`src/logic/cfd_pkg.sv`:
```
// constants for the configuration byte decoder
`default_nettype none
package cfd_pkg;
  localparam int CFD_NUM_BYTES = 5;
  localparam int CFD_I_PROT = 0;
  localparam int CFD_I_EXT = 1;
  localparam int CFD_I_SER = 2;
  localparam int CFD_I_DTM = 3;
  localparam int CFD_I_DEN = 4;
  ////////////////////////////////////////////////////////////////////////////
  // register indices; byte address is four times the index
  localparam logic [23:0] CFD_IDX_PROT = 24'h300007;
  localparam logic [23:0] CFD_IDX_EXT = 24'h300008;
  localparam logic [23:0] CFD_IDX_SER = 24'h300009;
  localparam logic [23:0] CFD_IDX_DTM = 24'h30000A;
  localparam logic [23:0] CFD_IDX_DEN = 24'h30000B;
  localparam logic [23:0] CFD_IDX_CTRL = 24'h300010;
  localparam logic [23:0] CFD_IDX_STAT = 24'h300011;
  localparam logic [23:0] CFD_IDX_LOCK = 24'h300012;
  localparam logic [23:0] CFD_ADDR_PROT = {CFD_IDX_PROT[21:0], 2'b00};
  localparam logic [23:0] CFD_ADDR_EXT = {CFD_IDX_EXT[21:0], 2'b00};
  localparam logic [23:0] CFD_ADDR_SER = {CFD_IDX_SER[21:0], 2'b00};
  localparam logic [23:0] CFD_ADDR_DTM = {CFD_IDX_DTM[21:0], 2'b00};
  localparam logic [23:0] CFD_ADDR_DEN = {CFD_IDX_DEN[21:0], 2'b00};
  localparam logic [23:0] CFD_ADDR_CTRL = {CFD_IDX_CTRL[21:0], 2'b00};
  localparam logic [23:0] CFD_ADDR_STAT = {CFD_IDX_STAT[21:0], 2'b00};
  localparam logic [23:0] CFD_ADDR_LOCK = {CFD_IDX_LOCK[21:0], 2'b00};
  ////////////////////////////////////////////////////////////////////////////
  // reset value and readback masks
  localparam logic [7:0] CFD_CFG_RESET = 8'hFF;
  localparam logic [7:0] CFD_MASK_PROT = 8'h07;
  localparam logic [7:0] CFD_MASK_EXT = 8'hFB;
  localparam logic [7:0] CFD_MASK_SER = 8'h0F;
  localparam logic [7:0] CFD_MASK_DTM = 8'hFF;
  localparam logic [7:0] CFD_MASK_DEN = 8'h0F;
  ////////////////////////////////////////////////////////////////////////////
  // field positions
  localparam int CFD_B_GUARD = 2;
  localparam int CFD_B_RDIR = 1;
  localparam int CFD_B_BYPASS = 0;
  localparam int CFD_B_NOWAIT = 7;
  localparam int CFD_B_BUSW = 6;
  localparam int CFD_B_ABW = 4;
  localparam int CFD_B_SHIFT = 3;
  localparam int CFD_B_CREMAP = 1;
  localparam int CFD_B_T5GS = 0;
  localparam int CFD_B_MSK1 = 3;
  localparam int CFD_B_MSK2 = 2;
  localparam int CFD_B_LS48 = 1;
  localparam int CFD_B_ONESHOT = 0;
  localparam int CFD_B_DPS = 4;
  localparam int CFD_B_DCLK = 2;
  localparam int CFD_B_DWIN = 0;
  localparam int CFD_B_PRESC = 3;
  localparam int CFD_B_WINOFF = 2;
  localparam int CFD_B_DEN = 0;
  localparam int CFD_B_SOFTDOG = 0;
  localparam int CFD_B_LOCK = 0;
  ////////////////////////////////////////////////////////////////////////////
  // field codes and values
  localparam logic [1:0] CFD_ABW_20 = 2'b00;
  localparam logic [1:0] CFD_ABW_16 = 2'b01;
  localparam logic [1:0] CFD_ABW_12 = 2'b10;
  localparam logic [1:0] CFD_ABW_OFF = 2'b11;
  localparam logic [1:0] CFD_DCLK_PER = 2'b00;
  localparam logic [1:0] CFD_DCLK_SECONDARY_OSCILLATOR = 2'b01;
  localparam logic [1:0] CFD_DCLK_LPRC = 2'b10;
  localparam logic [1:0] CFD_DCLK_FRC = 2'b11;
  localparam logic [1:0] CFD_DEN_OFF = 2'b00;
  localparam logic [1:0] CFD_DEN_AWAKE = 2'b01;
  localparam logic [1:0] CFD_DEN_SOFT = 2'b10;
  localparam logic [1:0] CFD_DEN_ON = 2'b11;
  localparam logic [3:0] CFD_WIN_25 = 4'h2;
  localparam logic [3:0] CFD_WIN_37 = 4'h3;
  localparam logic [3:0] CFD_WIN_50 = 4'h4;
  localparam logic [3:0] CFD_WIN_75 = 4'h6;
  localparam logic [7:0] CFD_PRESC_HI = 8'h80;
  localparam logic [7:0] CFD_PRESC_LO = 8'h20;
  localparam logic [3:0] CFD_LS_DIV_48 = 4'h8;
  localparam logic [3:0] CFD_LS_DIV_24 = 4'h4;
  localparam logic [7:0] CFD_LAST_PAGE = 8'hFF;
  localparam logic [7:0] CFD_UNLOCK_KEY = 8'h5A;
  typedef enum logic [3:0] {
    CFD_CK_PER = 4'h1, CFD_CK_SECONDARY_OSCILLATOR = 4'h2, CFD_CK_LPRC = 4'h4, CFD_CK_FRC = 4'h8
  } cfd_dogclk_e;
  typedef enum logic [1:0] {CFD_UL_IDLE = 2'b01, CFD_UL_ARMED = 2'b10} cfd_unlock_e;
endpackage
`default_nettype wire

```
`src/logic/cfd_loader.sv`:
```
// write-once configuration byte store, loaded from non-volatile words
`default_nettype none
module cfd_loader (
  // clock and reset
  input wire logic clk,
  input wire logic rstSyncN,
  input wire logic devReset,
  // non-volatile source and stored bytes
  input wire logic [7:0] nvByte [cfd_pkg::CFD_NUM_BYTES],
  output var logic [7:0] cfgByte [cfd_pkg::CFD_NUM_BYTES],
  output logic cfgLoading
);
  import cfd_pkg::*;
  logic loadPend_q;
  logic [7:0] cfgMem_q [CFD_NUM_BYTES];

  // power-on forces ones; any device reset reloads without that step
  always_ff @(posedge clk or negedge rstSyncN) begin
    if (!rstSyncN) begin
      loadPend_q <= 1'b1;
    end else begin
      loadPend_q <= devReset;
    end
  end

  for (genvar i = 0; i < CFD_NUM_BYTES; i++) begin : g_byte
    always_ff @(posedge clk or negedge rstSyncN) begin
      if (!rstSyncN) begin
        cfgMem_q[i] <= CFD_CFG_RESET;
      end else if (loadPend_q) begin
        cfgMem_q[i] <= nvByte[i];
      end
    end
    assign cfgByte[i] = cfgMem_q[i];
  end

  assign cfgLoading = loadPend_q;
endmodule
`default_nettype wire

```
`src/logic/cfd_top.sv`:
```
// configuration byte decoder with apb readback
//
// The APB interface to the registers is this design's own decision.
`default_nettype none
module cfd_top (
  // clock and reset
  input wire logic clk,
  input wire logic arst_n,
  input wire logic devReset,
  // apb slave
  input wire logic psel,
  input wire logic penable,
  input wire logic pwrite,
  input wire logic [23:0] paddr,
  input wire logic [31:0] pwdata,
  output logic pready,
  output logic [31:0] prdata,
  output logic pslverr,
  // non-volatile configuration bytes
  input wire logic [7:0] nvProtByte,
  input wire logic [7:0] nvExtBusByte,
  input wire logic [7:0] nvSerialByte,
  input wire logic [7:0] nvDogTimeByte,
  input wire logic [7:0] nvDogEnByte,
  // flash protection
  input wire logic [7:0] protectPageIndex,
  input wire logic [7:0] flashOpPage,
  output logic flashOpBlocked,
  // external bus
  input wire logic [1:0] memCtlWait,
  input wire logic [20:0] pcValue,
  input wire logic [20:0] extRegionBase,
  output logic extNoWait,
  output logic [1:0] extWaitCount,
  output logic extBus16,
  output logic extBusEnable,
  output logic [1:0] extAddrWidth,
  output logic [19:0] extAddr,
  // pin routing and peripherals
  input wire logic portABitFive,
  input wire logic comp1DefaultPin,
  input wire logic comp3DefaultPin,
  input wire logic timer5GatePin,
  input wire logic timer3GatePin,
  output logic comparator1InputA,
  output logic comparator3InputA,
  output logic timer5Gate,
  output logic port1MaskWidth7,
  output logic port2MaskWidth7,
  output logic lowspeedClkEn,
  output logic pinMapLock,
  // watchdog
  input wire logic sysClkIsLprc,
  input wire logic deviceAsleep,
  output logic [15:0] dogPostscaleDiv,
  output logic [7:0] dogPrescaleDiv,
  output logic [3:0] dogClkSel,
  output logic [3:0] dogWindowEighths,
  output logic dogWindowed,
  output logic dogRun
);
  import cfd_pkg::*;

  ////////////////////////////////////////////////////////////////////////////
  // reset release and byte store
  logic rstMeta_q;
  logic rstSyncN;
  logic cfgLoading;
  logic [7:0] nvByte [CFD_NUM_BYTES];
  logic [7:0] cfgByte [CFD_NUM_BYTES];

  always_ff @(posedge clk or negedge arst_n) begin
    if (!arst_n) begin
      rstMeta_q <= 1'b0;
      rstSyncN <= 1'b0;
    end else begin
      rstMeta_q <= 1'b1;
      rstSyncN <= rstMeta_q;
    end
  end

  assign nvByte[CFD_I_PROT] = nvProtByte;
  assign nvByte[CFD_I_EXT] = nvExtBusByte;
  assign nvByte[CFD_I_SER] = nvSerialByte;
  assign nvByte[CFD_I_DTM] = nvDogTimeByte;
  assign nvByte[CFD_I_DEN] = nvDogEnByte;

  cfd_loader u_loader (
    .clk(clk),
    .rstSyncN(rstSyncN),
    .devReset(devReset),
    .nvByte(nvByte),
    .cfgByte(cfgByte),
    .cfgLoading(cfgLoading)
  );

  wire [7:0] prot = cfgByte[CFD_I_PROT];
  wire [7:0] ext = cfgByte[CFD_I_EXT];
  wire [7:0] ser = cfgByte[CFD_I_SER];
  wire [7:0] dtm = cfgByte[CFD_I_DTM];
  wire [7:0] den = cfgByte[CFD_I_DEN];

  ////////////////////////////////////////////////////////////////////////////
  // flash write protection
  wire bypass = prot[CFD_B_BYPASS];
  wire guardOff = prot[CFD_B_GUARD];
  wire rangeDir = prot[CFD_B_RDIR];
  wire upRange = flashOpPage >= protectPageIndex;
  wire downRange = flashOpPage <= protectPageIndex;
  wire inRange = rangeDir ? upRange : downRange;
  wire lastHit = !guardOff && (flashOpPage == CFD_LAST_PAGE);
  wire blockD = !bypass && (inRange || lastHit);

  ////////////////////////////////////////////////////////////////////////////
  // external bus
  wire noWait = ext[CFD_B_NOWAIT];
  wire [1:0] address_width_select = ext[CFD_B_ABW +: 2];
  wire [20:0] pcOffset = pcValue - extRegionBase;
  wire [19:0] rawAddr = ext[CFD_B_SHIFT] ? pcOffset[19:0] : pcValue[19:0];
  wire [19:0] addrMask = (address_width_select == CFD_ABW_20) ? 20'hFFFFF :
                         (address_width_select == CFD_ABW_16) ? 20'h0FFFF :
                         (address_width_select == CFD_ABW_12) ? 20'h00FFF : 20'h00000;
  wire [1:0] waitD = noWait ? 2'h0 : memCtlWait;

  ////////////////////////////////////////////////////////////////////////////
  // routing and serial port settings
  wire cmpRemap = ext[CFD_B_CREMAP];
  wire cmp1D = cmpRemap ? comp1DefaultPin : portABitFive;
  wire cmp3D = cmpRemap ? comp3DefaultPin : portABitFive;
  wire t5gD = ext[CFD_B_T5GS] ? timer5GatePin : timer3GatePin;
  wire ls48 = ser[CFD_B_LS48];
  wire oneShot = ser[CFD_B_ONESHOT];

  ////////////////////////////////////////////////////////////////////////////
  // watchdog settings
  wire [3:0] dps = dtm[CFD_B_DPS +: 4];
  wire [1:0] dclk = dtm[CFD_B_DCLK +: 2];
  wire [1:0] dwin = dtm[CFD_B_DWIN +: 2];
  wire winOff = den[CFD_B_WINOFF];
  wire [1:0] denMode = den[CFD_B_DEN +: 2];
  wire awakeFast = !sysClkIsLprc && !deviceAsleep;
  logic softDog_q;
  cfd_dogclk_e clkSelD;
  assign clkSelD = (dclk == CFD_DCLK_SECONDARY_OSCILLATOR) ? CFD_CK_SECONDARY_OSCILLATOR :
                   (dclk == CFD_DCLK_LPRC) ? CFD_CK_LPRC :
                   (dclk == CFD_DCLK_PER) ? (awakeFast ? CFD_CK_PER : CFD_CK_LPRC) :
                   ((awakeFast && !winOff) ? CFD_CK_FRC : CFD_CK_LPRC);
  wire [3:0] winD = (dwin == 2'b11) ? CFD_WIN_25 :
                    (dwin == 2'b10) ? CFD_WIN_37 :
                    (dwin == 2'b01) ? CFD_WIN_50 : CFD_WIN_75;
  wire runD = (denMode == CFD_DEN_ON) ? 1'b1 :
              (denMode == CFD_DEN_SOFT) ? softDog_q :
              (denMode == CFD_DEN_AWAKE) ? !deviceAsleep : 1'b0;
  wire [15:0] postD = 16'(16'h0001 << dps);
  wire [7:0] prescD = den[CFD_B_PRESC] ? CFD_PRESC_HI : CFD_PRESC_LO;

  ////////////////////////////////////////////////////////////////////////////
  // decoded outputs, all registered
  // config bytes only change at a load, but outputs fed by live inputs such as flashOpPage, pcValue and deviceAsleep follow them each cycle
  always_ff @(posedge clk or negedge rstSyncN) begin
    if (!rstSyncN) begin
      flashOpBlocked <= 1'b0;
      extNoWait <= 1'b0;
      extWaitCount <= 2'h0;
      extBus16 <= 1'b0;
      extBusEnable <= 1'b0;
      extAddrWidth <= CFD_ABW_OFF;
      extAddr <= 20'h00000;
      comparator1InputA <= 1'b0;
      comparator3InputA <= 1'b0;
      timer5Gate <= 1'b0;
      port1MaskWidth7 <= 1'b0;
      port2MaskWidth7 <= 1'b0;
      dogPostscaleDiv <= 16'h0000;
      dogPrescaleDiv <= 8'h00;
      dogClkSel <= CFD_CK_LPRC;
      dogWindowEighths <= 4'h0;
      dogWindowed <= 1'b0;
      dogRun <= 1'b0;
    end else begin
      flashOpBlocked <= blockD;
      extNoWait <= noWait;
      extWaitCount <= waitD;
      extBus16 <= ext[CFD_B_BUSW];
      extBusEnable <= address_width_select != CFD_ABW_OFF;
      extAddrWidth <= address_width_select;
      extAddr <= rawAddr & addrMask;
      comparator1InputA <= cmp1D;
      comparator3InputA <= cmp3D;
      timer5Gate <= t5gD;
      port1MaskWidth7 <= ser[CFD_B_MSK1];
      port2MaskWidth7 <= ser[CFD_B_MSK2];
      dogPostscaleDiv <= postD;
      dogPrescaleDiv <= prescD;
      dogClkSel <= clkSelD;
      dogWindowEighths <= winD;
      dogWindowed <= !winOff;
      dogRun <= runD;
    end
  end

  ////////////////////////////////////////////////////////////////////////////
  // low-speed usb clock enable from the system clock
  logic [3:0] lsCnt_q;
  wire [3:0] lsDiv = ls48 ? CFD_LS_DIV_48 : CFD_LS_DIV_24;
  wire lsWrap = lsCnt_q >= lsDiv - 4'h1;

  always_ff @(posedge clk or negedge rstSyncN) begin
    if (!rstSyncN) begin
      lsCnt_q <= 4'h0;
      lowspeedClkEn <= 1'b0;
    end else begin
      lsCnt_q <= lsWrap ? 4'h0 : lsCnt_q + 4'h1;
      lowspeedClkEn <= lsWrap;
    end
  end

  ////////////////////////////////////////////////////////////////////////////
  // apb decode
  wire hitProt = paddr == CFD_ADDR_PROT;
  wire hitExt = paddr == CFD_ADDR_EXT;
  wire hitSer = paddr == CFD_ADDR_SER;
  wire hitDtm = paddr == CFD_ADDR_DTM;
  wire hitDen = paddr == CFD_ADDR_DEN;
  wire hitCtrl = paddr == CFD_ADDR_CTRL;
  wire hitStat = paddr == CFD_ADDR_STAT;
  wire hitLock = paddr == CFD_ADDR_LOCK;
  wire hitCfg = hitProt || hitExt || hitSer || hitDtm || hitDen;
  wire mapped = hitCfg || hitCtrl || hitStat || hitLock;
  // write-once bytes refuse software writes, as does the status word
  wire badAcc = !mapped || (pwrite && (hitCfg || hitStat));
  wire [31:0] statWord = {22'h000000, cfgLoading, dogRun, dogClkSel,
                          dogWindowed, pinMapLock, extBusEnable, flashOpBlocked};
  wire [7:0] cfgRead = hitProt ? (prot & CFD_MASK_PROT) :
                       hitExt ? (ext & CFD_MASK_EXT) :
                       hitSer ? (ser & CFD_MASK_SER) :
                       hitDtm ? (dtm & CFD_MASK_DTM) :
                       hitDen ? (den & CFD_MASK_DEN) : 8'h00;
  wire [31:0] rdData = hitCfg ? {24'h000000, cfgRead} :
                       hitCtrl ? {31'h00000000, softDog_q} :
                       hitLock ? {31'h00000000, pinMapLock} :
                       hitStat ? statWord : 32'h00000000;
  wire accPhase = psel && penable;
  wire wrTake = accPhase && pready && pwrite && !badAcc;

  // one wait state keeps pready, prdata and pslverr straight from flops
  always_ff @(posedge clk or negedge rstSyncN) begin
    if (!rstSyncN) begin
      pready <= 1'b0;
      prdata <= 32'h00000000;
      pslverr <= 1'b0;
    end else begin
      pready <= accPhase && !pready;
      prdata <= (accPhase && !pready && !pwrite) ? rdData : 32'h00000000;
      pslverr <= accPhase && !pready && badAcc;
    end
  end

  ////////////////////////////////////////////////////////////////////////////
  // software controls and pin-map lock
  cfd_unlock_e ulState_q;
  cfd_unlock_e ulState_d;
  wire lockWr = wrTake && hitLock;
  wire lockFrozen = oneShot && pinMapLock;
  wire lockApply = lockWr && (ulState_q == CFD_UL_ARMED) && !lockFrozen;

  always_comb begin
    ulState_d = ulState_q;
    case (ulState_q)
      CFD_UL_IDLE: begin
        if (lockWr && pwdata[7:0] == CFD_UNLOCK_KEY) begin
          ulState_d = CFD_UL_ARMED;
        end
      end
      CFD_UL_ARMED: begin
        if (lockWr) begin
          ulState_d = CFD_UL_IDLE;
        end
      end
      default: begin
        ulState_d = CFD_UL_IDLE;
      end
    endcase
  end

  always_ff @(posedge clk or negedge rstSyncN) begin
    if (!rstSyncN) begin
      ulState_q <= CFD_UL_IDLE;
      pinMapLock <= 1'b0;
      softDog_q <= 1'b0;
    end else begin
      ulState_q <= ulState_d;
      if (lockApply) begin
        pinMapLock <= pwdata[CFD_B_LOCK];
      end
      if (wrTake && hitCtrl) begin
        softDog_q <= pwdata[CFD_B_SOFTDOG];
      end
    end
  end
endmodule
`default_nettype wire

```
`config.mk`:
```
export PLATFORM = sky130hd
export DESIGN_NAME = cfd_top
export DESIGN_NICKNAME = d
export VERILOG_FILES = /design/src/logic/cfd_pkg.sv /design/src/logic/cfd_loader.sv /design/src/logic/cfd_top.sv
export SDC_FILE = /design/constraint.sdc
export NUM_CORES = 1
export LEC_CHECK = 0
export BUFFER_PORTS_ARGS = -buffer_cell sky130_fd_sc_hd__buf_2
export CAP_MARGIN = 25
export CORE_UTILIZATION = 30
export CTS_BUF_LIST = sky130_fd_sc_hd__clkbuf_16
export CTS_CLUSTER_DIAMETER = 60
export DETAILED_ROUTE_END_ITERATION = 6
export GPL_TIMING_DRIVEN = 0
export HOLD_SLACK_MARGIN = 0.08
export PLACE_DENSITY_LB_ADDON = 0.25
export SYNTH_ARGS = -nofsm -noshare
export SYNTH_HDL_FRONTEND = slang
export SYNTH_SLANG_ARGS = --single-unit
```
`constraint.sdc`:
```
create_clock -name clk -period 4.3 [get_ports clk]
set_clock_uncertainty 0.05 [all_clocks]
set_input_delay 1.075 -clock clk [delete_from_list [all_inputs] [get_ports clk]]
set_output_delay 1.075 -clock clk [all_outputs]
set_load 0.02 [all_outputs]
```
==> flow_summary.toml, run 1 <==
[clocking]
ctsHoldBuffers = 0
cts.sinks = 110
clock-root-buffer = "clkbuf_16"
htreeDepth = 3
cts_buffers = 9
postCtsResizedCells = 0
cts_setup_buffers = 0
insertion_delay_ns = 0.35
cts.path.max_buffers = 2
clkSlewWorstSetupHoldPaths_ns = 0.08
cts_tree = "yes"

[placed_design]
pre_cts_slack_ns = 0.774
dp_cells = 1065
placed_cell_area_um2 = 7330
gp_congestion = 0.836
hpwl_um = 12100
io_buffers = 200

[global_route]
track_usage = 0.156
antenna_found_initial = 1
grt_max_degree = 59
gr-total-overflow = 0
grt_pass1_vias = 4632
grt_pass1_wl_um = 24000

[cells_and_area]
final_nets = 1015
n_fill_cell = 1979
multi_input_area_um2 = 2700
drive_gt1_frac = 0.389
design_area_um2 = 7610
stdcell_count = 1081
ff_latch_area_um2 = 2800
area_delta_synth_final_pct = 29.7
antenna_cells = 0

[sta]
drv_slew = 0
period_share = 0.731
setup_viol = 0
fmax_ghz = 0.318
min_period_ns = 3.14
fin_ws_ns = 1.16
hold_violations = 0
maxSlewHeadroom = 0.471
grt_setup_unrepaired = "false"
worst_slew_pin_slew_ns = 0.794

[logic_synthesis]
avgSynthCellArea_um2 = 10.2
synth.top_cell.area_share = 0.337
ys_warn_count = 0
netlist_area_um2 = 5860
synth_largest_area_cell = "dfrtp_1"
ys_ff_latch = 110
synthTopCellsByArea = "dfrtp_1 34%, dfstp_2 14%, ha_1 6.2%, mux2_2 5.6%, nor2_1 4.0%"
syn_inst = 576
yosysMostFrequentCell = "dfrtp_1"
async_reset_ff_frac = 1.00
ys_types = 65
synth-edff-count = 0
yosysSeqAreaShare = 0.476
synth_ff_type = "dfrtp_1"
yosys-top-cells-count = "79 x dfrtp_1, 62 x nor2_1, 42 x inv_1"

[floorplan]
rows = 50
chipHeight_um = 142
core_area_um2 = 19000
initial_core_util = 0.309
die_width_um = 142
dieArea_um2 = 20100
io_pins = 272

[setup_path]
critPathLaunchType = "input pin"
cp_slowest_stage_delay_ns = 0.41
crit_fanout = 4
worst_setup_path_end_kind = "flop"
worstSetupPathType = "in -> reg"
path_cells = "buf_2, inv_1, ha_1, fa_1, nor2b_1, o21bai_1, a21boi_1, o21ai_0, o221ai_1, a311oi_1, a221o_1"
crit_path_top_delay_cell = "fa_1"
crit_required_ns = 4.49
crit_arrival_ns = 3.33

[route]
first_pass_iters = 4
drc = 0
viasPerCell = 4.52
totalWireLength_um = 15400
drtIter0Drc = 211
vias = 4888
wire_per_inst_um = 14.2
drtAntennaViolNets = 0

[pwr]
power_mw = 2.68
p_sw_uw = 851
power.share.clock = 0.303
seqPwrFrac = 0.455
power.density_nw_per_um2 = 353
power_frac_comb = 0.242
p_int_mw = 1.83
vdd_ir_drop_max_mv = 0.150
cellLeakagePower_nw = 3.91
swShare = 0.317

[outcome]
outcome = "complete, no violations"

[worst_hold_path]
hold_class = "reg -> reg"

[flow_run]
max-cap-violations = 0
==> logic make-up after synthesis <==
group / after synthesis / share of synthesized area
other: 2 / 0.00128
muxes: 40 / 0.0766
and+or+nand+nor: 193 / 0.172
adders and majority gates: 30 / 0.0653
buffers and inverters: 93 / 0.0822
AOI/OAI and AO/OA: 97 / 0.111
DFF: 110 / 0.476
xor gates and xnor gates: 11 / 0.0164
==> worst paths after layout <==
| path | from | to | slack [ns] | cells past startpoint |
|---|---|---|---|---|
| setup / recovery | pcValue[0] | extAddr[12] | 1.16 | 11 |
| hold / removal | rstMeta_q | rstSyncN | 0.30 | 0 |
| setup reg to reg | u_loader.cfgByte[27] | extAddr[8] | 2.27 | 5 |
| hold reg to reg | rstMeta_q | rstSyncN | 0.30 | 0 |
| max in group asynchronous | rstSyncN | u_loader.cfgByte[25] | 3.08 | 1 |
| min in group asynchronous | rstSyncN | port1MaskWidth7 | 0.34 | 0 |
==> placed cells by master, fill, tap and decap left out, drive strengths merged, types with 7 or more instances in the layout <==
cell type	count
mux2i	10
xor2	7
o21ai	23
a21oi	23
and3	8
nor3	13
dfstp	31
a21o	9
nand3b	7
nand2	33
conb	30
inv	45
nand4	8
nor2	62
nand3	11
clkbuf	26
nand2b	13
ha	29
a31oi	7
mux2	29
dfrtp	79
nor2b	8
buf	234
==> registers in the layout, indices dropped and copies added, names as in the netlist, 2 cells and up <==
| register | flops |
|---|---|
| dogClkSel | 4 |
| extAddr | 20 |
| dogWindowEighths | 3 |
| extAddrWidth | 2 |
| dogPostscaleDiv | 16 |
| prdata | 10 |
| lsCnt_q | 4 |
| dogPrescaleDiv | 2 |
| extWaitCount | 2 |
| ulState_q | 2 |
| u_loader.cfgByte | 26 |
==> through the flow <==
step           setup TNS, ns  utilization  hold slack [ns]
2_1_floorplan              0            -            0.281
3_3_place_gp          -30.64        0.385            0.284
3_5_place_dp               0        0.386            0.287
4_1_cts                    0        0.401            0.305
5_1_grt                    0        0.401            0.336
6_report                   0        0.401            0.303
==> layer usage <==
| metal | global-route usage | vias to the layer above | share of wire |
|---|---|---|---|
| li1 | - | 2426 | - |
| met1 | 0.205 | 2265 | 0.46 |
| met2 | 0.256 | 179 | 0.47 |
| met3 | 0.0317 | 16 | 0.063 |
| met4 | 0.0515 | 2 | 0.013 |
| met5 | 0 | - | 0.00085 |
==> final cells by class <==
type	instances	area share
clock inverter	7	0.00740
tap	260	0.0428
timing repair buffer	201	0.135
sequential	110	0.367
inverter	42	0.0207
clock buffer	9	0.0296
multi-input combinational	401	0.354
buffer	51	0.0426
==> critical path, delay by kind of cell <==
family	cells	cell delay [ns]
AND/OR/NAND/NOR	1	0.17
buffers and inverters	2	0.12
adder cells (fa/ha/maj)	2	0.62
AO/OA/AOI/OAI	6	1.35
==> power by group through the flow <==
stage,registers (mW),logic [mW],clock network (mW)
6_report,1.22,0.649,0.812
5_1_grt,1.24,0.722,0.881
4_1_cts,1.22,0.656,0.845
3_5_place_dp,1.24,0.654,0
3_3_place_gp,1.25,0.639,0
2_1_floorplan,1.32,0.349,0
Power figures use the tool's default switching activity.
==> run 2: changes to the inputs <==
- ABC_AREA: not set -> 1
- clock period: 4.3 -> 3.05 ns (I/O delays scaled with it)
==> run 2 against run 1 <==
Against the previous run: global-route usage rose by 0.53 points; critical endpoint is now extAddr[14]; area after synthesis grew 9.9%; die area increased by 9.7%; final area increased by 8.4%; clock power rose by 49%; total power up 43%; largest power group unchanged; non-clock buffer count shrank 8; register-to-register slack worse by 1.1 ns; count of clock-buffer cells in the layout unchanged; worst hold slack got worse by 0.19 ns; utilization decreased by 0.91 points.
==> flow_summary.toml, run 2 <==
[outcome]
outcome = "complete, no violations"

[global_route]
grt_max_degree = 61
gr-total-overflow = 0
grt_pass1_wl_um = 27400
grt_pass1_vias = 5533
track_usage = 0.161
antenna_found_initial = 2

[clocking]
cts_buffers = 9
insertion_delay_ns = 0.36
cts.sinks = 110
htreeDepth = 3
clkSlewWorstSetupHoldPaths_ns = 0.08
cts_tree = "yes"
cts.path.max_buffers = 2
clock-root-buffer = "clkbuf_16"
cts_setup_buffers = 0
postCtsResizedCells = 0
ctsHoldBuffers = 0

[cells_and_area]
drive_gt1_frac = 0.301
largest_reg_flops = 26
area_delta_synth_final_pct = 28.0
multi_input_area_um2 = 2950
ff_latch_area_um2 = 2800
final_nets = 1259
mostFrequentLayoutCells = "203 x buf_2, 167 x nand2_1, 134 x inv_1"
n_fill_cell = 2226
final_common_cell = "buf_2"

[setup_path]
worst_setup_path_end_kind = "flop"
rr_endpoint = "extAddr[1]"
endpoint = "extAddr[14]"
cpMostUsedCell = "nand2_1"
crit_fanout = 4
crit_path_top_delay_cell = "fa_1"
crit_required_ns = 3.26
critPathLaunchType = "input pin"
cp_slowest_stage_delay_ns = 0.42
r2r_start = "u_loader.cfgByte[27]"
setup.worst_path.start = "pcValue[0]"
crit_arrival_ns = 2.58
worstSetupPathType = "in -> reg"
path_cells = "buf_2, inv_1, ha_1, fa_1, inv_1, nand3_1, nand2_1, nand2_1, nand2_1, nand4_1, nand2_1, nor2_1, o21ai_0, inv_1"
ff2ff_path_depth = 4
r2r_setup_slack_ns = 1.15

[logic_synthesis]
netlist_area_um2 = 6440
synth_largest_area_cell = "dfrtp_1"
synth.top_cell.area_share = 0.307
syn_inst = 818
synth_ff_type = "dfrtp_1"
avgSynthCellArea_um2 = 7.87
ys_types = 45
ys_warn_count = 0
yosysSeqAreaShare = 0.433
async_reset_ff_frac = 1.00
synthTopCellsByArea = "dfrtp_1 31%, dfstp_2 13%, nand2_1 9.7%, inv_1 7.8%, nor2_1 5.9%"
yosysMostFrequentCell = "nand2_1"
synth-edff-count = 0
yosys-top-cells-count = "167 x nand2_1, 134 x inv_1, 102 x nor2_1"
ys_ff_latch = 110

[pwr]
power.share.clock = 0.315
seqPwrFrac = 0.447
power_frac_comb = 0.239
power.density_nw_per_um2 = 465
swShare = 0.333
power_mw = 3.83
p_sw_mw = 1.28
vdd_ir_drop_max_mv = 0.265
p_int_mw = 2.55
cellLeakagePower_nw = 4.64

[sta]
hold_violations = 0
min_period_ns = 2.37
fmax_ghz = 0.422
worst_slew_pin_slew_ns = 0.723
fin_setup_tns_ns = 0
drv_slew = 0
maxSlewHeadroom = 0.518
grt_setup_unrepaired = "false"
period_share = 0.777
setup_viol = 0

[route]
totalWireLength_um = 17500
viasPerCell = 4.36
first_pass_iters = 5
met1_length_um = 7630
met2_length_um = 8510
drc = 0
highest_layer = "met5"
met3_length_um = 1210
drtIter0Drc = 208
wire_per_inst_um = 13.1
vias = 5845
drtAntennaViolNets = 0

[placed_design]
io_buffers = 202
gp_congestion = 0.895
hpwl_um = 14200

[flow_run]
max-cap-violations = 0

[floorplan]
core_area_um2 = 21000
dieArea_um2 = 22100
initial_core_util = 0.306
io_pins = 272
die_width_um = 149
rows = 53
chipHeight_um = 149

[worst_hold_path]
hold_class = "in -> async"
-- run 2: cell count changes in the layout (fill, tap and decap cells not counted), moves of 13 or more --
cell      previous run  this run
nand2_1             33       167
nand2b_1            13         0
inv_1               42       134
o21ai_0             22        43
nand3_1             11        58
nor2_1              62       102
mux2_2              29         6
-- run 2: how the worst min path moves through the flow --
stage                          end  slack, ns
final                     rstSyncN       0.12
after global routing      rstSyncN        0.1
after CTS                 rstSyncN        0.1
after detailed placement  rstSyncN       0.29
after global placement    rstSyncN       0.28
after floorplan           rstSyncN       0.28
-- run 2: power by group through the flow --
stage / Sequential (mW) / Combinational, mW / Clock [mW]
finish: 1.71 / 0.915 / 1.21
global route: 1.73 / 1.03 / 1.30
global placement: 1.75 / 0.894 / 0
floorplan: 1.84 / 0.484 / 0
detailed placement: 1.74 / 0.921 / 0
CTS: 1.72 / 0.925 / 1.26
-- run 2: final cells by class --
type                       count  area share
multi-input combinational    552       0.357
sequential                   110       0.339
timing repair buffer         203       0.126
inverter                     143      0.0651
tap                          275      0.0417
buffer                        41      0.0329
clock buffer                   9      0.0273
clock inverter                 7      0.0103
antenna                        1    0.000303
-- run 2: cell families (layout without fill, tap and decap cells) --
| logic type | Yosys count | after routing | share of synthesized area |
|---|---|---|---|
| AOI/OAI and AO/OA | 95 | 95 | 0.0806 |
| xor gates and xnor gates | 11 | 11 | 0.0150 |
| adders and majority gates | 30 | 30 | 0.0594 |
| buffers and inverters | 184 | 403 | 0.125 |
| DFF | 110 | 110 | 0.433 |
| muxes | 6 | 6 | 0.0105 |
| other | 2 | 31 | 0.00117 |
| and+or+nand+nor | 380 | 380 | 0.274 |
-- run 2: worst max-delay path, delay by kind of cell --
kind | cells | cell delay, ns
fa+ha+maj | 2 | 0.66
compound gates | 1 | 0.14
simple gates | 7 | 0.70
buf+inv | 4 | 0.29
-- run 2: metal layers --
layer,vias to the layer above,track usage
li1,3019,-
met1,2628,0.199
met2,182,0.279
met3,14,0.0423
met4,2,0.0356
met5,-,0
-- run 2: per-stage QoR --
| step | util | std cells | setup slack (ns) | hold WS, ns | instance area [um2] |
|---|---|---|---|---|---|
| 6_report | 0.392 | 1341 | 0.680 | 0.117 | 8250 |
| 4_1_cts | 0.392 | 1340 | 0.689 | 0.0955 | 8240 |
| 2_1_floorplan | - | 846 | 0.717 | 0.281 | 6550 |
| 3_3_place_gp | 0.376 | 1323 | 0.303 | 0.284 | 7900 |
| 5_1_grt | 0.392 | 1340 | 0.516 | 0.0965 | 8240 |
| 3_5_place_dp | 0.377 | 1324 | 0.297 | 0.290 | 7930 |
